--- src/hdl/itoc_defines.svh ---
// Register indexes, field positions, reset values and synchroniser depth of the interrupt/option block
`ifndef ITOC_DEFINES_SVH
`define ITOC_DEFINES_SVH

// ==========================================================
// Register indexes (byte address is four times the index)
`define ITOC_IDX_TIMER     9'h001
`define ITOC_IDX_INTCTL    9'h00b
`define ITOC_IDX_PERFLAG   9'h00c
`define ITOC_IDX_OPTION    9'h081
`define ITOC_IDX_PEREN     9'h08c
`define ITOC_IDX_IRQ_STAT  9'h0a0
`define ITOC_IDX_IRQ_MASK  9'h0a1

// ==========================================================
// Option register fields
`define ITOC_OPT_PULLUP_DIS  7
`define ITOC_OPT_EXT_EDGE    6
`define ITOC_OPT_CLK_SRC     5
`define ITOC_OPT_CLK_EDGE    4
`define ITOC_OPT_PSC_ASSIGN  3
`define ITOC_OPT_RATE_HI     2
`define ITOC_OPT_RATE_LO     0

// ==========================================================
// Interrupt control register fields
`define ITOC_INT_GIE   7
`define ITOC_INT_PERIPHERAL_IRQ_ENABLE  6
`define ITOC_INT_TIE   5
`define ITOC_INT_EIE   4
`define ITOC_INT_PCIE  3
`define ITOC_INT_TIF   2
`define ITOC_INT_EIF   1
`define ITOC_INT_PCIF  0

// Comparator enable / flag position in the peripheral registers
`define ITOC_PER_CMP   0

// ==========================================================
// Reset values
`define ITOC_RST_OPTION  8'hff
`define ITOC_RST_INTCTL  8'h00
`define ITOC_RST_TIMER   8'h00
`define ITOC_RST_MASK    4'h0

// Synchroniser depth for pins from outside the clock domain
`define ITOC_SYNC_STAGES 3

`endif

--- src/hdl/itoc_pkg.sv ---
// Types shared by the interrupt/option control block
package itoc_pkg;

  // ==========================================================
  // Event vector, one bit per interrupt source (bit order = status bits)
  typedef struct packed {
    logic cmp;   // Comparator condition
    logic port;  // Port B upper nibble changed
    logic ext;   // External interrupt pin edge
    logic tmr;   // Main timer rolled over
  } itoc_ev_s;

  // ==========================================================
  // Whole state of the top module, registered as one vector
  typedef struct packed {
    logic [7:0] option;       // Timer / prescaler / pull-up options
    logic [7:0] intctl;       // Core interrupt enables and flags
    logic [7:0] main_timer;   // Eight-bit main timer
    logic [7:0] presc;        // Shared prescaler counter
    logic cmp_en;             // Comparator interrupt enable
    logic cmp_flag;           // Comparator interrupt flag
    logic [3:0] irq_stat;     // Sticky event status
    logic [3:0] irq_mask;     // Event mask
    logic [31:0] prdata;      // Registered read data
    logic pready;             // Access-phase answer
    logic pslverr;            // Unmapped address answer
    logic irq;                // Status/mask interrupt line
    logic core_irq;           // Request to the processor core
    logic [7:0] pullup_en;    // Weak pull-up enables
    logic wdt_timeout;        // Divided watchdog tick
    logic tpin_d;             // Last stable timer pin level
    logic epin_d;             // Last stable external irq pin level
    logic [3:0] port_d;       // Last stable port nibble
  } itoc_state_s;

endpackage

--- src/hdl/itoc_top.sv ---
// Interrupt control, option register, main timer and shared prescaler with APB access
`timescale 1ns/1ps
`include "itoc_defines.svh"

module itoc_top
  import itoc_pkg::*;
#(
  parameter int ADDR_W = 12
) (
  input wire logic pclk,
  input wire logic presetn,
  input wire logic ce,
  input wire logic psel,
  input wire logic penable,
  input wire logic pwrite,
  input wire logic [ADDR_W-1:0] paddr,
  input wire logic [31:0] pwdata,
  output logic [31:0] prdata,
  output logic pready,
  output logic pslverr,
  input wire logic timer_clock_pin,
  input wire logic ext_irq_pin,
  input wire logic [3:0] port_b_a_pins,
  input wire logic [7:0] port_b_latch,
  input wire logic cmp_event,
  input wire logic wdt_tick,
  output logic [7:0] pullup_en,
  output logic wdt_timeout,
  output logic core_irq,
  output logic irq
);

  // ==========================================================
  // Helper functions

  // Address decode shared by the read and write paths
  function automatic logic reg_hit(input logic [ADDR_W-1:0] addr, input logic [8:0] idx);
    reg_hit = (addr[10:2] == idx);
  endfunction

  // Prescaler terminal mask: timer divides by 2^(rate+1), watchdog by 2^rate
  function automatic logic [7:0] rate_mask(input logic [2:0] rate, input logic for_wdt);
    logic [8:0] span;
    span = for_wdt ? (9'h001 << rate) : (9'h002 << rate);
    rate_mask = 8'(span - 9'h001);
  endfunction

  // ==========================================================
  // State and pin synchronisers
  itoc_state_s st_ff;     // Registered state
  itoc_state_s nxt_st;    // Next state
  itoc_ev_s ev;           // Events of this cycle
  logic [5:0] pins_sync;  // Filtered {port nibble, ext pin, timer pin}
  logic acc_done;         // Access completes at this edge
  logic wr_en;            // Write takes effect at this edge
  logic wr_tmr;           // Software writes the main timer
  logic mapped;           // Address hits a register
  logic src_tick;         // Timer clock source event
  logic psc_in;           // Prescaler input event
  logic psc_hit;          // Prescaler at terminal count
  logic tmr_inc;          // Timer increments this cycle
  logic [7:0] psc_mask;   // Active prescaler mask

  itoc_sync #(
    .WIDTH(6)
  ) u_sync (
    .pclk(pclk),
    .presetn(presetn),
    .ce(ce),
    .pin_async({port_b_a_pins, ext_irq_pin, timer_clock_pin}),
    .pin_stable(pins_sync)
  );

  // ==========================================================
  // Next-state logic
  always_comb begin
    nxt_st = st_ff;
    // Answer one cycle into the access phase, then commit on that edge
    acc_done = psel & penable & st_ff.pready;
    wr_en = acc_done & pwrite;
    mapped = reg_hit(paddr, `ITOC_IDX_TIMER) | reg_hit(paddr, `ITOC_IDX_INTCTL) |
             reg_hit(paddr, `ITOC_IDX_PERFLAG) | reg_hit(paddr, `ITOC_IDX_OPTION) |
             reg_hit(paddr, `ITOC_IDX_PEREN) | reg_hit(paddr, `ITOC_IDX_IRQ_STAT) |
             reg_hit(paddr, `ITOC_IDX_IRQ_MASK);
    wr_tmr = wr_en & reg_hit(paddr, `ITOC_IDX_TIMER);
    nxt_st.pready = psel & penable & ~st_ff.pready;
    nxt_st.pslverr = psel & penable & ~st_ff.pready & ~mapped;

    // Timer source: pin edge chosen by the edge bit, or every cycle
    nxt_st.tpin_d = pins_sync[0];
    if (st_ff.option[`ITOC_OPT_CLK_SRC]) begin
      src_tick = st_ff.option[`ITOC_OPT_CLK_EDGE] ? (st_ff.tpin_d & ~pins_sync[0])
                                                  : (~st_ff.tpin_d & pins_sync[0]);
    end else begin
      src_tick = 1'b1;
    end

    // Shared prescaler: watchdog when assigned, timer otherwise
    psc_mask = rate_mask(st_ff.option[`ITOC_OPT_RATE_HI:`ITOC_OPT_RATE_LO],
                         st_ff.option[`ITOC_OPT_PSC_ASSIGN]);
    psc_hit = ((st_ff.presc & psc_mask) == psc_mask);
    if (st_ff.option[`ITOC_OPT_PSC_ASSIGN]) begin
      psc_in = wdt_tick;
      tmr_inc = src_tick;
    end else begin
      psc_in = src_tick;
      tmr_inc = src_tick & psc_hit;
    end
    nxt_st.wdt_timeout = st_ff.option[`ITOC_OPT_PSC_ASSIGN] & wdt_tick & psc_hit;
    if (psc_in) begin
      nxt_st.presc = st_ff.presc + 8'h01;
    end

    // Main timer; a software write also restarts the prescaler
    if (wr_tmr) begin
      nxt_st.main_timer = pwdata[7:0];
      nxt_st.presc = 8'h00;
    end else if (tmr_inc) begin
      nxt_st.main_timer = st_ff.main_timer + 8'h01;
    end

    // Source events, independent of every enable bit
    ev.tmr = tmr_inc & ~wr_tmr & (st_ff.main_timer == 8'hff);
    ev.ext = st_ff.option[`ITOC_OPT_EXT_EDGE] ? (~st_ff.epin_d & pins_sync[1])
                                               : (st_ff.epin_d & ~pins_sync[1]);
    ev.port = (pins_sync[5:2] != st_ff.port_d);
    ev.cmp = cmp_event;
    nxt_st.epin_d = pins_sync[1];
    nxt_st.port_d = pins_sync[5:2];

    // Register writes; a hardware set in the same cycle wins
    if (wr_en) begin
      if (reg_hit(paddr, `ITOC_IDX_INTCTL)) begin
        nxt_st.intctl = pwdata[7:0];
      end
      if (reg_hit(paddr, `ITOC_IDX_OPTION)) begin
        nxt_st.option = pwdata[7:0];
      end
      if (reg_hit(paddr, `ITOC_IDX_PEREN)) begin
        nxt_st.cmp_en = pwdata[`ITOC_PER_CMP];
      end
      if (reg_hit(paddr, `ITOC_IDX_PERFLAG)) begin
        nxt_st.cmp_flag = pwdata[`ITOC_PER_CMP];
      end
      if (reg_hit(paddr, `ITOC_IDX_IRQ_STAT)) begin
        nxt_st.irq_stat = st_ff.irq_stat & ~pwdata[3:0];
      end
      if (reg_hit(paddr, `ITOC_IDX_IRQ_MASK)) begin
        nxt_st.irq_mask = pwdata[3:0];
      end
    end
    nxt_st.intctl[`ITOC_INT_TIF] = nxt_st.intctl[`ITOC_INT_TIF] | ev.tmr;
    nxt_st.intctl[`ITOC_INT_EIF] = nxt_st.intctl[`ITOC_INT_EIF] | ev.ext;
    nxt_st.intctl[`ITOC_INT_PCIF] = nxt_st.intctl[`ITOC_INT_PCIF] | ev.port;
    nxt_st.cmp_flag = nxt_st.cmp_flag | ev.cmp;
    nxt_st.irq_stat = nxt_st.irq_stat | ev;

    // Read data, captured with the answer
    if (psel & penable & ~st_ff.pready & ~pwrite) begin
      if (reg_hit(paddr, `ITOC_IDX_INTCTL)) begin
        nxt_st.prdata = {24'h000000, st_ff.intctl};
      end else if (reg_hit(paddr, `ITOC_IDX_OPTION)) begin
        nxt_st.prdata = {24'h000000, st_ff.option};
      end else if (reg_hit(paddr, `ITOC_IDX_TIMER)) begin
        nxt_st.prdata = {24'h000000, st_ff.main_timer};
      end else if (reg_hit(paddr, `ITOC_IDX_PEREN)) begin
        nxt_st.prdata = {31'h00000000, st_ff.cmp_en};
      end else if (reg_hit(paddr, `ITOC_IDX_PERFLAG)) begin
        nxt_st.prdata = {31'h00000000, st_ff.cmp_flag};
      end else if (reg_hit(paddr, `ITOC_IDX_IRQ_STAT)) begin
        nxt_st.prdata = {28'h0000000, st_ff.irq_stat};
      end else if (reg_hit(paddr, `ITOC_IDX_IRQ_MASK)) begin
        nxt_st.prdata = {28'h0000000, st_ff.irq_mask};
      end else begin
        nxt_st.prdata = 32'h00000000;
      end
    end

    // Core request: enabled flags, all gated by the global enable
    nxt_st.core_irq = nxt_st.intctl[`ITOC_INT_GIE] &
      ((nxt_st.intctl[`ITOC_INT_TIE] & nxt_st.intctl[`ITOC_INT_TIF]) |
       (nxt_st.intctl[`ITOC_INT_EIE] & nxt_st.intctl[`ITOC_INT_EIF]) |
       (nxt_st.intctl[`ITOC_INT_PCIE] & nxt_st.intctl[`ITOC_INT_PCIF]) |
       (nxt_st.intctl[`ITOC_INT_PERIPHERAL_IRQ_ENABLE] & nxt_st.cmp_en & nxt_st.cmp_flag));
    nxt_st.irq = |(nxt_st.irq_stat & nxt_st.irq_mask);

    // Pull-ups follow the port latch unless globally disabled
    nxt_st.pullup_en = st_ff.option[`ITOC_OPT_PULLUP_DIS] ? 8'h00 : port_b_latch;
  end

  // ==========================================================
  // State register; clock enable low freezes everything
  always_ff @(posedge pclk or negedge presetn) begin
    if (!presetn) begin
      st_ff <= '0;
      st_ff.option <= `ITOC_RST_OPTION;
      st_ff.intctl <= `ITOC_RST_INTCTL;
      st_ff.main_timer <= `ITOC_RST_TIMER;
      st_ff.irq_mask <= `ITOC_RST_MASK;
    end else if (ce) begin
      st_ff <= nxt_st;
    end
  end

  // Outputs straight from the state register
  assign prdata = st_ff.prdata;
  assign pready = st_ff.pready;
  assign pslverr = st_ff.pslverr;
  assign pullup_en = st_ff.pullup_en;
  assign wdt_timeout = st_ff.wdt_timeout;
  assign core_irq = st_ff.core_irq;
  assign irq = st_ff.irq;

  // ==========================================================
  // Assertions
  AST_PULLUP_OFF: assert property (@(posedge pclk) disable iff (!presetn)
    (ce && st_ff.option[`ITOC_OPT_PULLUP_DIS]) |=> (pullup_en == 8'h00))
    else $error("Pull-up enabled while disabled globally");

  AST_PULLUP_FOLLOW: assert property (@(posedge pclk) disable iff (!presetn)
    (ce && !st_ff.option[`ITOC_OPT_PULLUP_DIS]) |=> (pullup_en == $past(port_b_latch)))
    else $error("Pull-up does not follow port latch");

  AST_TMR_INTERNAL: assert property (@(posedge pclk) disable iff (!presetn)
    (ce && !st_ff.option[`ITOC_OPT_CLK_SRC] && st_ff.option[`ITOC_OPT_PSC_ASSIGN] && !wr_tmr)
      |=> (st_ff.main_timer == 8'($past(st_ff.main_timer) + 8'h01)))
    else $error("Timer missed an instruction-cycle increment");

  AST_TMR_PIN_HOLD: assert property (@(posedge pclk) disable iff (!presetn)
    (ce && st_ff.option[`ITOC_OPT_CLK_SRC] && (pins_sync[0] == st_ff.tpin_d) && !wr_tmr)
      |=> $stable(st_ff.main_timer))
    else $error("Timer moved without a pin transition");

  AST_TMR_DIV2: assert property (@(posedge pclk) disable iff (!presetn)
    (ce && !st_ff.option[`ITOC_OPT_CLK_SRC] && st_ff.option[3:0] == 4'h0 && !wr_tmr
     && st_ff.presc[0] == 1'b0) |=> $stable(st_ff.main_timer))
    else $error("Timer ran faster than divide-by-two");

  AST_FLAG_SET: assert property (@(posedge pclk) disable iff (!presetn)
    (ce && ev.tmr) |=> st_ff.intctl[`ITOC_INT_TIF])
    else $error("Overflow flag not set on rollover");

  AST_GIE_GATE: assert property (@(posedge pclk) disable iff (!presetn)
    core_irq |-> st_ff.intctl[`ITOC_INT_GIE])
    else $error("Core request without global enable");

  AST_INTCTL_WRITE: assert property (@(posedge pclk) disable iff (!presetn)
    (ce && wr_en && reg_hit(paddr, `ITOC_IDX_INTCTL) && ev == 4'h0)
      |=> (st_ff.intctl == $past(pwdata[7:0])))
    else $error("Control register write lost");

  AST_CMP_EN_WRITE: assert property (@(posedge pclk) disable iff (!presetn)
    (ce && wr_en && reg_hit(paddr, `ITOC_IDX_PEREN)) |=> (st_ff.cmp_en == $past(pwdata[0])))
    else $error("Comparator enable write lost");

  AST_WDT_DIRECT: assert property (@(posedge pclk) disable iff (!presetn)
    (ce && st_ff.option[3:0] == 4'h8 && wdt_tick) |=> wdt_timeout)
    else $error("Watchdog tick not passed at 1:1");

  AST_CMP_FLAG: assert property (@(posedge pclk) disable iff (!presetn)
    (ce && cmp_event) |=> st_ff.cmp_flag)
    else $error("Comparator flag not set");

  AST_APB_ANSWER: assert property (@(posedge pclk) disable iff (!presetn)
    (ce && psel && penable && !pready) |=> pready ##1 !pready)
    else $error("Answer not given one cycle into access");

  COV_CORE_IRQ: cover property (@(posedge pclk) disable iff (!presetn) $rose(core_irq));
  COV_TMR_WRAP: cover property (@(posedge pclk) disable iff (!presetn) ce && ev.tmr);
  COV_WDT_OUT: cover property (@(posedge pclk) disable iff (!presetn) $rose(wdt_timeout));
  COV_UNMAPPED: cover property (@(posedge pclk) disable iff (!presetn) pready && pslverr);
  COV_PIN_TICK: cover property (@(posedge pclk) disable iff (!presetn) ce && src_tick && st_ff.option[`ITOC_OPT_CLK_SRC]);

  // Pin events reach their flags one edge after the filtered edge is seen
  AST_EXT_FLAG: assert property (@(posedge pclk) disable iff (!presetn)
    (ce && ev.ext) |=> st_ff.intctl[`ITOC_INT_EIF])
    else $error("External flag not set on pin edge");

  AST_PORT_FLAG: assert property (@(posedge pclk) disable iff (!presetn)
    (ce && ev.port) |=> st_ff.intctl[`ITOC_INT_PCIF])
    else $error("Port change flag not set");

  // The watchdog path must stay silent while the prescaler belongs to the timer
  AST_WDT_QUIET: assert property (@(posedge pclk) disable iff (!presetn)
    (ce && !st_ff.option[`ITOC_OPT_PSC_ASSIGN]) |=> !wdt_timeout)
    else $error("Watchdog output while prescaler serves the timer");

  AST_CORE_IRQ_RAISE: assert property (@(posedge pclk) disable iff (!presetn)
    (ce && !wr_en && st_ff.intctl[`ITOC_INT_GIE] && st_ff.intctl[`ITOC_INT_PERIPHERAL_IRQ_ENABLE] && st_ff.cmp_en
     && st_ff.cmp_flag) |=> core_irq)
    else $error("Enabled comparator flag did not reach the core");

  AST_TMR_WRITE: assert property (@(posedge pclk) disable iff (!presetn)
    (ce && wr_tmr) |=> (st_ff.main_timer == $past(pwdata[7:0])))
    else $error("Timer write lost");

endmodule

--- src/hdl/itoc_sync.sv ---
// Three-stage synchroniser with agreement filter for asynchronous pins
`timescale 1ns/1ps
module itoc_sync #(
  parameter int WIDTH = 6
) (
  input wire logic pclk,
  input wire logic presetn,
  input wire logic ce,
  input wire logic [WIDTH-1:0] pin_async,
  output logic [WIDTH-1:0] pin_stable
);

  // ==========================================================
  // One filtered lane per bit
  genvar gi;
  generate
    for (gi = 0; gi < WIDTH; gi = gi + 1) begin : g_lane
      logic s1_ff;      // Metastable stage, read only by s2
      logic s2_ff;      // Second stage
      logic s3_ff;      // Third stage
      logic stable_ff;  // Accepted level

      // Shift chain; a change is taken once stages two and three agree
      always_ff @(posedge pclk or negedge presetn) begin
        if (!presetn) begin
          s1_ff <= 1'b0;
          s2_ff <= 1'b0;
          s3_ff <= 1'b0;
          stable_ff <= 1'b0;
        end else if (ce) begin
          s1_ff <= pin_async[gi];
          s2_ff <= s1_ff;
          s3_ff <= s2_ff;
          // Agreement filter rejects a single-cycle glitch past stage one
          if (s2_ff == s3_ff) begin
            stable_ff <= s3_ff;
          end
        end
      end

      assign pin_stable[gi] = stable_ff;
    end
  endgenerate

endmodule

--- config.mk ---
export PLATFORM = sky130hd
export DESIGN_NAME = itoc_top
export DESIGN_NICKNAME = d
export VERILOG_FILES = /design/src/hdl/itoc_pkg.sv /design/src/hdl/itoc_top.sv /design/src/hdl/itoc_sync.sv
export VERILOG_INCLUDE_DIRS = /design/src /design/src/hdl
export SDC_FILE = /design/constraint.sdc
export NUM_CORES = 1
export LEC_CHECK = 0
export BUFFER_PORTS_ARGS = -buffer_cell sky130_fd_sc_hd__buf_4
export CORE_MARGIN = 2
export CORE_UTILIZATION = 41
export DETAILED_ROUTE_END_ITERATION = 6
export PLACE_DENSITY_LB_ADDON = 0.1
export SLEW_MARGIN = 10
export SYNTH_ARGS = -nofsm -noshare
export SYNTH_HDL_FRONTEND = slang
export SYNTH_SLANG_ARGS = --single-unit
--- constraint.sdc ---
create_clock -name pclk -period 9.2 [get_ports pclk]
set_input_delay 0 -clock pclk [delete_from_list [all_inputs] [get_ports pclk]]
set_output_delay 0 -clock pclk [all_outputs]
set_load 0.005 [all_outputs]
* Word-level counts from Yosys, hierarchy flattened
Cells that the tools add are included.
Word-level totals: bits in registers 117, input bits 66, output and inout bits 45, word-level logic and storage cells 149
Operators by class: $add $sub $neg 3, equality and inequality tests 16, shift operators 2, mux-type cells 25, bitwise gates (word level) 48, reductions and logical operators 13
Operators by type and width (count):
- two-way mux 8 bit | 11
- equality test 9 x 8 -> 1 bit, second input constant | 4
- two-way mux 4 bit | 6
- AND 1 bit | 22
- equality test 9 x 4 -> 1 bit, second input constant | 2
- AND reduction 2 bit | 9
- adder 8 x 1 -> 8 bit, second input constant | 2
- OR 1 bit | 13
- two-way mux 10 bit | 1
- equality test 9 x 1 -> 1 bit, second input constant | 1
- AND 4 bit | 2
- AND 8 bit | 1
- equality test 8 bit | 1
- equality test 8 bit, second input constant | 1
- NOT 1 bit | 8
- left shift 1 x 3 -> 8 bit, first input constant | 1
- left shift 2 x 3 -> 8 bit, first input constant | 1
- subtractor 8 x 1 -> 8 bit, second input constant | 1
- two-way mux 1 bit | 7
- equality test 1 bit | 6
- inequality test 4 bit | 1
- NOT 4 bit | 1
- OR 4 bit | 1
- nonzero test 2 bit | 2
- 2 further kinds | 2

* Depth between registers and ports, before layout
Gate-level depths: netlist of the first run.
depth in word-level cells 15, gate-level depth with buffers 14

* Hierarchy
A second synthesis of the first run with hierarchy kept.
Unflattened totals: cell total of the unflattened synthesis 540, area total of the unflattened synthesis 5437.7 um^2
Modules (own cells, without submodules):
- itoc_top | instances 1, cells an instance 471, area an instance 4424.2 um^2, sequential area each 1736.7 um^2
- itoc_sync | instances 1, cells an instance 69, area an instance 1013.5 um^2, sequential area each 600.6 um^2

* Worst setup path after synthesis of the first run
Ideal clock, no wire load.
path kind register to register, start point reg st_ff[85] (netlist bit), end point reg st_ff[70] (netlist bit), library setup time 0.125 ns, arrival 2.849 ns, data required time 9.075 ns, slack 6.226 ns, cell stages (with the launch flop) 13, path buffers 1, period minus slack after synthesis 2.974 ns, path through dfstp_2 inv_1 ha_1 nand2_1 ha_1 clkbuf_1 xnor2_1 a211oi_1 nor2_1 o221ai_1 nor4_1 a22o_2 mux2_2
Between the ends: cells in the longest elaborated chain, start to end 9, elaborated cells between the ends (all ways) 10, classes of those cells 1 x add/sub; 1 x eq/ne; 2 x shift; 2 x mux; 2 x bitwise; 2 x reduce/logical
RTL lines:
- start, declared | line itoc_top.sv:50 | itoc_state_s st_ff;
- start signal, assigned | line itoc_top.sv:201 | st_ff <= nxt_st;
- left shift 2 x 3 -> 8 bit or left shift 1 x 3 -> 8 bit (tied branches) | line itoc_top.sv:44 | span = for_wdt ? (9'h001 << rate) : (9'h002 << rate);
- two-way mux 8 bit (*) | line itoc_top.sv:44
- subtractor 8 x 1 -> 8 bit (*) | line itoc_top.sv:45 | rate_mask = 8'(span - 9'h001);
- AND 8 bit | line itoc_top.sv:101 | psc_hit = ((st_ff.presc & psc_mask) == psc_mask);
- equality test 8 bit (*) | line itoc_top.sv:101
- AND 1 bit (*) | line itoc_top.sv:107 | tmr_inc = src_tick & psc_hit;
- two-way mux 1 bit (*) | line itoc_top.sv:102 | if (st_ff.option[`ITOC_OPT_PSC_ASSIGN]) begin
- nonzero test 2 bit (no source line) (*)
- AND reduction 2 bit (no source line) (*)
Every way passes the cells marked *; elsewhere a longest branch is shown, timed or not. A chain may end at the register's enable or synchronous reset.

* Worst setup path in the final report of the first run
start point reg st_ff[88] (netlist bit), end point reg st_ff[70] (netlist bit)
Between the ends: cells in the longest elaborated chain, start to end 8
RTL lines (line):
- two-way mux 8 bit | itoc_top.sv:44
- subtractor 8 x 1 -> 8 bit | itoc_top.sv:45
- AND 8 bit | itoc_top.sv:101
- equality test 8 bit | itoc_top.sv:101
- AND 1 bit | itoc_top.sv:107
- two-way mux 1 bit (*) | itoc_top.sv:102
- nonzero test 2 bit (no source line) (*)
- AND reduction 2 bit (no source line) (*)
Marked as above.

==> impl_metrics.env, run 1 <==
export IMPL_status="finished, violations left"
export IMPL_violations="DRC"
export IMPL_drv_cap=0
export IMPL_reg2reg_from="st_ff[88]"
export IMPL_grt_pass1_wl_um=21100
export IMPL_cts_max_path_buffers=2
export IMPL_cp_arrival_ps=3610
export IMPL_track_usage_pct=18.8
export IMPL_grt_use_met3_pct=3.96
export IMPL_critPathMaxFanout=14
export IMPL_regToRegEndpoint="st_ff[70]"
export IMPL_via_per_inst=5.47
export IMPL_worst_setup_path_start_kind="register"
export IMPL_period_needed_ps=3380
export IMPL_finalCritPeriodShare_pct=36.7
export IMPL_synth_seq_cells=93
export IMPL_n_fill_cell=1231
export IMPL_setup_tns_final_ps=0
export IMPL_peakVddDrop_v=0.000127
export IMPL_port_buffers=59
export IMPL_min_from="penable"
export IMPL_synth_cells=567
export IMPL_grt_overflow_total=0
export IMPL_drtIter0Drc=358
export IMPL_cts_made_buffers=9
export IMPL_endpoint_kind="register"
export IMPL_core_area_sq_um=12700
export IMPL_die_h_um=119
export IMPL_nNetsFinal=692
export IMPL_worstSetupEndpoint="st_ff[70]"
export IMPL_synth_edf_count=0
export IMPL_grt_use_met2_pct=30.5
export IMPL_clock_latency_ps=350
export IMPL_r2r_cells=11
export IMPL_gr_max_usage_layer="met2"
export IMPL_final_antenna_net_count=0
export IMPL_fin_total_pwr_mw=1.16
export IMPL_gp_congestion=0.833
export IMPL_final_max_slew_viol_count=0
export IMPL_reg2reg_slack_ps=5820
export IMPL_synth_warnings=0
export IMPL_fp_dieW_um=119
export IMPL_rsz0062_at_grt="false"
export IMPL_p_leak_nw=2.73
export IMPL_diodes=0
export IMPL_htreeDepth=3
export IMPL_routed_wl_um=13100
export IMPL_cts_sinks=93
export IMPL_avgSynthCellArea_sq_um=9.51
export IMPL_power_density_nw_per_um2=184
export IMPL_rows=41
export IMPL_synth_area_leader_cell="dfrtp_1"
export IMPL_setup_viol=0
export IMPL_first_global_vias=4078
export IMPL_tightest_slew_ps=1030
export IMPL_synth_top_area_share_pct=39.5
export IMPL_drt_first_pass_iters=7
export IMPL_layout_common_cells="dfrtp_1, buf_4, o21ai_0"
export IMPL_root_buffer="clkbuf_16"
export IMPL_min_path_type="input port to register"
export IMPL_grt_max_degree=80
export IMPL_ys_types=63
export IMPL_ys_seq_area_share_pct=43.4
export IMPL_maxSlewHeadroom_pct=31.1
export IMPL_clk_pin_slew_ps=70
export IMPL_initial_core_util_pct=42.4
export IMPL_dp_hpwl_um=9030
export IMPL_ioPinCount=111
export IMPL_vias=4366
export IMPL_die_area_sq_um=14100
export IMPL_hold_worst_slack_ps=20.1
export IMPL_wl_per_cell_um=16.4
export IMPL_drc=1
export IMPL_cts_resized=0
export IMPL_synthFlopType="dfrtp_1"
export IMPL_syn_area_sq_um=5390
export IMPL_layout_area_overhead_vs_synth_pct=16.6
export IMPL_hold_viol=0
export IMPL_antenna_found_initial=0
export IMPL_ys_top_cells_by_area="dfrtp_1, mux2_2, buf_4"
export IMPL_layout_commonest_cell="dfrtp_1"
export IMPL_clock_skew_ps=13.8
export IMPL_grt_use_met1_pct=26.0
export IMPL_crit_path_start="st_ff[88]"
export IMPL_crit_type="register to register"
export IMPL_async_flop_share_pct=100
export IMPL_drive_gt1_share_pct=21.7
export IMPL_cts_tree="built"
export IMPL_fmax_ghz=0.296
export IMPL_worstPathRequired_ps=9430
kinds of logic after synthesis:
family	share of synthesized area, %
AOI/OAI and AO/OA	16.2
xor gates and xnor gates	1.95
adders and majority gates	1.16
buffers and inverters	10.2
DFF	43.4
muxes	9.84
other	0.0696
and+or+nand+nor	17.2
layer usage:
| metal | part of all wire (%) | vias up |
|---|---|---|
| li1 | - | 2071 |
| met1 | 45 | 2160 |
| met2 | 48 | 125 |
| met3 | 6.0 | 10 |
| met4 | 0.84 | 0 |
| met5 | 0 | - |
synth_stat cells (6+ instances only):
master,number
nand3_1,14
nand4_1,7
a22oi_1,6
nand2_1,46
inv_1,26
and3_1,7
mux2i_1,8
xnor2_1,7
dfstp_2,8
o21ai_0,57
nand3b_1,8
nor2_1,51
dfrtp_1,85
a21oi_1,26
clkbuf_1,17
mux2_2,40
buf_4,43
where the power goes:
part / switching, mW / total, mW / internal, mW
Clock: 0.163 / 0.403 / 0.241
Combinational: 0.102 / 0.213 / 0.111
Sequential: 0.0633 / 0.540 / 0.477
Total: 0.328 / 1.16 / 0.829
sequential cells by signal (all words and copies together), names as in the netlist:
signal,count
core_irq,1
irq,1
prdata,8
pready,1
pslverr,1
pullup_en,8
st_ff,48
u_sync.g_lane.s1_ff,6
u_sync.g_lane.s2_ff,6
u_sync.g_lane.s3_ff,6
u_sync.g_lane.stable_ff,6
wdt_timeout,1
worst max-delay path, cell delays in order, from the launching register on:
cell and delay (ps):
dfstp_2 710, ha_1 440, nand2_1 100, ha_1 340
xnor2_1 180, a211oi_1 100, nor2_1 130, o221ai_1 110
nor4_1 290, buf_4 240, a22o_2 280, mux2_2 360
stage by stage:
step | worst slack [ps] | cell area, sq um | std cells | utilization [%]
finish | 5820 | 6290 | 798 | 49.4
global route | 5630 | 6290 | 798 | 49.4
CTS | 5820 | 6290 | 798 | 49.4
detailed placement | 5840 | 5700 | 756 | 44.8
global placement | 5850 | 5700 | 756 | 44.8
floorplan | 6230 | 5480 | 590 | -
area by class of cell:
| cell class | instances | area, sq um | share of cell area (%) |
|---|---|---|---|
| multi-input combinational | 403 | 2590 | 41.2 |
| sequential | 93 | 2340 | 37.2 |
| timing repair buffer | 88 | 726 | 11.5 |
| clock buffer | 10 | 229 | 3.64 |
| tap | 172 | 215 | 3.42 |
| inverter | 26 | 97.6 | 1.55 |
| clock inverter | 6 | 95.1 | 1.51 |
worst min path at each step:
stage | endpoint | slack [ps] | cells after the start
after floorplan | core_irq | -300 | 0
after global routing | pready | 40 | 3
after CTS | pready | 7 | 3
after global placement | pullup_en[1] | 20 | 1
after detailed placement | pullup_en[3] | 20 | 1
final | pready | 20 | 3
repair_timing:
item,CTS,global route
hold buffers,26,0
buffers inserted,0,0
endpoints found under the hold margin,65,0
setup endpoints to repair,0,0
Power figures use the tool's default switching activity.
==> run 2, diff against run 1 <==
Settings changed: ABC_AREA set to 1.
Clock period 9.2 ns to 3 ns, I/O delays scaled along.
==> impl_metrics.env, run 2 <==
export IMPL_async_flop_share_pct=100
export IMPL_cts_max_path_buffers=2
export IMPL_synth_cells=691
export IMPL_gp_congestion=0.874
export IMPL_routed_wl_um=12800
export IMPL_first_global_vias=4335
export IMPL_clock_latency_ps=350
export IMPL_clock_skew_ps=5.86
export IMPL_critPathMaxFanout=6
export IMPL_die_area_sq_um=14000
export IMPL_synthFlopType="dfrtp_1"
export IMPL_synth_most_common_cell="nand2_1"
export IMPL_rsz0062_at_grt="false"
export IMPL_synth_edf_count=0
export IMPL_period_needed_ps=2680
export IMPL_fin_total_pwr_mw=3.66
export IMPL_crit_type="register to register"
export IMPL_stdcell_count=936
export IMPL_largest_reg_flops=48
export IMPL_track_usage_pct=19.2
export IMPL_drv_cap=0
export IMPL_grt_overflow_total=0
export IMPL_regMostFlops="st_ff"
export IMPL_fmax_ghz=0.373
export IMPL_ys_seq_area_share_pct=43.8
export IMPL_layout_commonest_cell="nand2_1"
export IMPL_drive_gt1_share_pct=17.3
export IMPL_dp_hpwl_um=9200
export IMPL_avgSynthCellArea_sq_um=7.73
export IMPL_worstPathRequired_ps=3270
export IMPL_syn_area_sq_um=5340
export IMPL_power_density_nw_per_um2=577
export IMPL_synth_area_leader_cell="dfrtp_1"
export IMPL_layout_common_cells="nand2_1, o21ai_0, inv_1"
export IMPL_endpoint_kind="register"
export IMPL_tightest_slew_ps=860
export IMPL_final_max_slew_viol_count=0
export IMPL_fp_dieW_um=118
export IMPL_ys_types=46
export IMPL_synth_commonest_cells="nand2_1, o21ai_0, inv_1"
export IMPL_diodes=0
export IMPL_grt_pass1_wl_um=21200
export IMPL_post_route_util_pct=50.1
export IMPL_die_h_um=118
export IMPL_root_buffer="clkbuf_16"
export IMPL_vias=4526
export IMPL_layout_area_overhead_vs_synth_pct=18.8
export IMPL_status="finished, final reports clean"
export IMPL_cts_made_buffers=9
export IMPL_placed_cells=893
export IMPL_synth_warnings=0
export IMPL_grt_max_degree=61
export IMPL_worst_setup_path_start_kind="register"
export IMPL_nNetsFinal=830
export IMPL_initial_core_util_pct=42.1
export IMPL_synth_top_area_share_pct=39.8
export IMPL_antenna_found_initial=0
export IMPL_via_per_inst=4.84
export IMPL_cp_arrival_ps=2960
export IMPL_rows=41
export IMPL_ys_top_cells_by_area="dfrtp_1, nand2_1, o21ai_0"
export IMPL_finalCritPeriodShare_pct=89.4
export IMPL_p_leak_nw=3.09
export IMPL_setup_tns_final_ps=0
export IMPL_wl_per_cell_um=13.6
export IMPL_cts_sinks=93
export IMPL_fin_area_sq_um=6340
export IMPL_final_antenna_net_count=0
export IMPL_ioPinCount=111
export IMPL_setup_viol=0
export IMPL_drtIter0Drc=321
export IMPL_hold_viol=0
export IMPL_drc=0
export IMPL_core_area_sq_um=12700
export IMPL_maxSlewHeadroom_pct=42.2
export IMPL_peakVddDrop_v=0.000472
export IMPL_synth_seq_cells=93
export IMPL_htreeDepth=3
export IMPL_port_buffers=59
export IMPL_placed_area_sq_um=5740
export IMPL_clk_pin_slew_ps=70
export IMPL_min_path_type="input port to register"
export IMPL_cts_tree="built"
export IMPL_drt_first_pass_iters=5
-- run 2: critical path, cell delays in order (launching register included) --
cell and delay (ps):
dfstp_2 560, inv_1 50, ha_1 380, nand3_2 130, ha_1 190, inv_1 60
nor2_1 130, nand3_1 90, nand3_1 80, nand2_1 50, nor2_1 80, nand2_1 100
nand2_2 80, nand2_2 60, a21oi_4 250, buf_4 180, nand2_1 50, o21ai_1 70
-- run 2: path summary, 6_finish.rpt --
check,from,endpoint,slack [ps],cells after the start
max,st_ff[85],st_ff[69],320,17
min,penable,pready,30,5
max reg2reg,st_ff[85],st_ff[69],320,17
min reg2reg,prdata[2],prdata[2],480,2
max in group asynchronous,presetn,st_ff[86],1890,3
min in group asynchronous,presetn,prdata[5],270,2
-- run 2: where the power goes --
| group | switching [mW] | internal (mW) | total [mW] |
|---|---|---|---|
| clock | 0.508 | 0.819 | 1.33 |
| sequential | 0.148 | 1.46 | 1.61 |
| combinational | 0.423 | 0.304 | 0.727 |
-- run 2: cell families after synthesis --
kind of cell | Yosys count | share of synthesized area, %
AND/OR/NAND/NOR | 297 | 25.1
buffers and inverters | 150 | 13.9
AO/OA/AOI/OAI | 137 | 14.6
flip-flops | 93 | 43.8
XOR/XNOR | 7 | 1.15
adder cells (fa/ha/maj) | 5 | 1.17
other | 1 | 0.0702
multiplexers | 1 | 0.211
-- run 2: stage by stage --
stage | setup WS (ps) | hold slack (ps)
final | 317 | 30.4
after global routing | 67.8 | 40.9
after CTS | 188 | 11.3
after detailed placement | 220 | 138
after global placement | 273 | 141
after floorplan | 625 | -296
-- run 2: repair_timing --
| action | in CTS | in global routing |
|---|---|---|
| hold buffers | 23 | 0 |
| endpoints found under the hold margin | 78 | 0 |
| resized for setup | 0 | 0 |
| setup endpoints to repair | 0 | 4 |
| setup buffers | 0 | 4 |
-- run 2: final cells by class --
type                    count  area [sq um]
clock buffers               9           225
well taps                 172           215
fillers                  1282          6330
multi-input cells         471          2340
clock inverters             7           120
repair buffers             92           748
flip-flops and latches     93          2340
inverters                  92           353
-- run 2: metal layers --
metal	part of all wire (%)	wire (um)	global-route usage [%]	vias to the layer above
li1	-	-	-	2294
met1	47	5990	25.5	2119
met2	47	6020	31.6	107
met3	5.2	662	5.14	6
met4	0.78	99	4.22	0
met5	0	0	0	-
==> run 3, diff against run 2 <==
Settings changed: RECOVER_POWER set to 25.
==> impl_metrics.env, run 3 (synthesized netlist as in run 2, its figures left out) <==
export IMPL_status="finished, violations left"
export IMPL_violations="capacitance limit, slew limit"
export IMPL_endpoint_kind="register"
export IMPL_nNetsFinal=830
export IMPL_wl_per_cell_um=13.6
export IMPL_setup_viol=0
export IMPL_gp_congestion=0.874
export IMPL_maxSlewHeadroom_pct=-52.0
export IMPL_fmax_ghz=0.369
export IMPL_crit_type="register to register"
export IMPL_grt_overflow_total=0
export IMPL_die_h_um=118
export IMPL_first_global_vias=4335
export IMPL_cts_sinks=93
export IMPL_clock_skew_ps=6.15
export IMPL_layout_common_cells="nand2_1, o21ai_0, inv_1"
export IMPL_final_antenna_net_count=0
export IMPL_period_needed_ps=2710
export IMPL_htreeDepth=3
export IMPL_min_path_type="input port to register"
export IMPL_hold_path_end="pready"
export IMPL_grt_max_degree=61
export IMPL_die_area_sq_um=14000
export IMPL_power_frac_clock_pct=36.3
export IMPL_reg2reg_from="st_ff[85]"
export IMPL_cts_tree="built"
export IMPL_p_leak_nw=3.08
export IMPL_hold_viol=0
export IMPL_p_seq_share_pct=43.9
export IMPL_regMostFlops="st_ff"
export IMPL_comb_power_share_pct=19.9
export IMPL_drc=0
export IMPL_antenna_found_initial=0
export IMPL_peakVddDrop_v=0.000473
export IMPL_crit_chain="inv_1 > ha_1 > nand3_2 > ha_1 > inv_1 > nor2_1 > nand3_1 > nand3_1 > nand2_1 > nor2_1 > nand2_1 > nand2_2 > nand2_2 > a21oi_4 > buf_4 > nand2_1 > o21ai_1"
export IMPL_p_switching_mw=1.08
export IMPL_fin_total_pwr_mw=3.66
export IMPL_reg2reg_slack_ps=290
export IMPL_cts_made_buffers=9
export IMPL_finalCritPeriodShare_pct=90.3
export IMPL_drive_gt1_share_pct=17.0
export IMPL_power_density_nw_per_um2=578
export IMPL_layout_area_overhead_vs_synth_pct=18.6
export IMPL_clk_pin_slew_ps=70
export IMPL_largest_reg_flops=48
export IMPL_drt_first_pass_iters=5
export IMPL_worst_setup_path_start_kind="register"
export IMPL_ioPinCount=111
export IMPL_core_area_sq_um=12700
export IMPL_worstPathRequired_ps=3270
export IMPL_vias=4532
export IMPL_cp_arrival_ps=2980
export IMPL_rsz0062_at_grt="false"
export IMPL_via_per_inst=4.84
export IMPL_post_route_util_pct=50.0
export IMPL_tightest_slew_ps=2280
export IMPL_critical_path_most_common_cell="nand2_1"
export IMPL_layout_commonest_cell="nand2_1"
export IMPL_initial_core_util_pct=42.1
export IMPL_track_usage_pct=19.2
export IMPL_critPathSlowestCell="dfstp_2"
export IMPL_diodes=0
export IMPL_clock_latency_ps=350
export IMPL_drtIter0Drc=321
export IMPL_fp_dieW_um=118
export IMPL_regToRegEndpoint="st_ff[69]"
export IMPL_min_from="penable"
export IMPL_r2r_cells=17
export IMPL_routed_wl_um=12800
export IMPL_port_buffers=59
export IMPL_drv_cap=2
export IMPL_hold_depth=5
export IMPL_worst_path_largest_cell_delay_ps=560
export IMPL_final_max_slew_viol_count=114
export IMPL_internal_power_mw=2.58
export IMPL_dp_hpwl_um=9200
export IMPL_critPathMaxFanout=6
export IMPL_switching_share_pct=29.5
export IMPL_setup_tns_final_ps=0
export IMPL_root_buffer="clkbuf_16"
export IMPL_cts_max_path_buffers=2
export IMPL_grt_pass1_wl_um=21200
export IMPL_rows=41
export IMPL_cts_resized=0
export IMPL_hold_worst_slack_ps=30.8
run 3: cell types whose count changed in the layout (fill, tap and decap cells not counted):
cell / previous run / this run
buf_4: 69 / 57
clkbuf_4: 0 / 9
clkbuf_2: 0 / 2
clkbuf_1: 0 / 1
inv_1: 86 / 87
inv_2: 4 / 3
run 3: timing repair:
item                                    CTS  global route
endpoints found under the hold margin    78             0
endpoints found under the setup margin    0             4
buffers inserted                          0             4
hold buffers                             23             0
run 3: power by group through the flow:
stage	clock [mW]	combinational (mW)	sequential, mW
2_1_floorplan	0	0.521	1.59
3_3_place_gp	0	0.685	1.62
3_5_place_dp	0	0.700	1.62
4_1_cts	1.37	0.728	1.60
5_1_grt	1.43	0.850	1.64
6_report	1.33	0.727	1.61
run 3: stage by stage:
stage          instance area (sq um)  instances  setup slack (ps)
2_1_floorplan                   5430        714               625
6_report                        6330        936               290
3_3_place_gp                    5740        893               273
5_1_grt                         6330        936              37.5
3_5_place_dp                    5740        893               220
4_1_cts                         6310        932               188
run 3: worst max-delay path by stage:
| stage | startpoint | end | slack, ps |
|---|---|---|---|
| 3_5_place_dp | st_ff[85] | st_ff[69] | 220 |
| 3_3_place_gp | st_ff[85] | st_ff[70] | 270 |
| 6_report | st_ff[85] | st_ff[69] | 290 |
| 2_1_floorplan | st_ff[85] | st_ff[69] | 630 |
| 5_1_grt | st_ff[85] | st_ff[69] | 40 |
| 4_1_cts | st_ff[85] | st_ff[69] | 190 |
run 3: area by class of cell:
class / instances / area (sq um)
Clock buffer: 9 / 225
Clock inverter: 7 / 120
Fill cell: 1284 / 6340
Inverter: 92 / 353
Multi-Input combinational cell: 471 / 2340
Sequential cell: 93 / 2340
Tap cell: 172 / 215
Timing Repair Buffer: 92 / 739
run 3: metal layers:
| metal | GRT usage, % | routed length (um) |
|---|---|---|
| met1 | 25.5 | 5980 |
| met2 | 31.6 | 6020 |
| met3 | 5.14 | 650 |
| met4 | 4.22 | 104 |
| met5 | 0 | 0 |
run 3: worst max-delay path: cells and delay by family (launching register included):
kind / cells / cell delay (ps)
AO/OA/AOI/OAI: 2 / 320
adder cells (fa/ha/maj): 2 / 570
AND/OR/NAND/NOR: 10 / 850
buffers and inverters: 3 / 320
flip-flops: 1 / 560
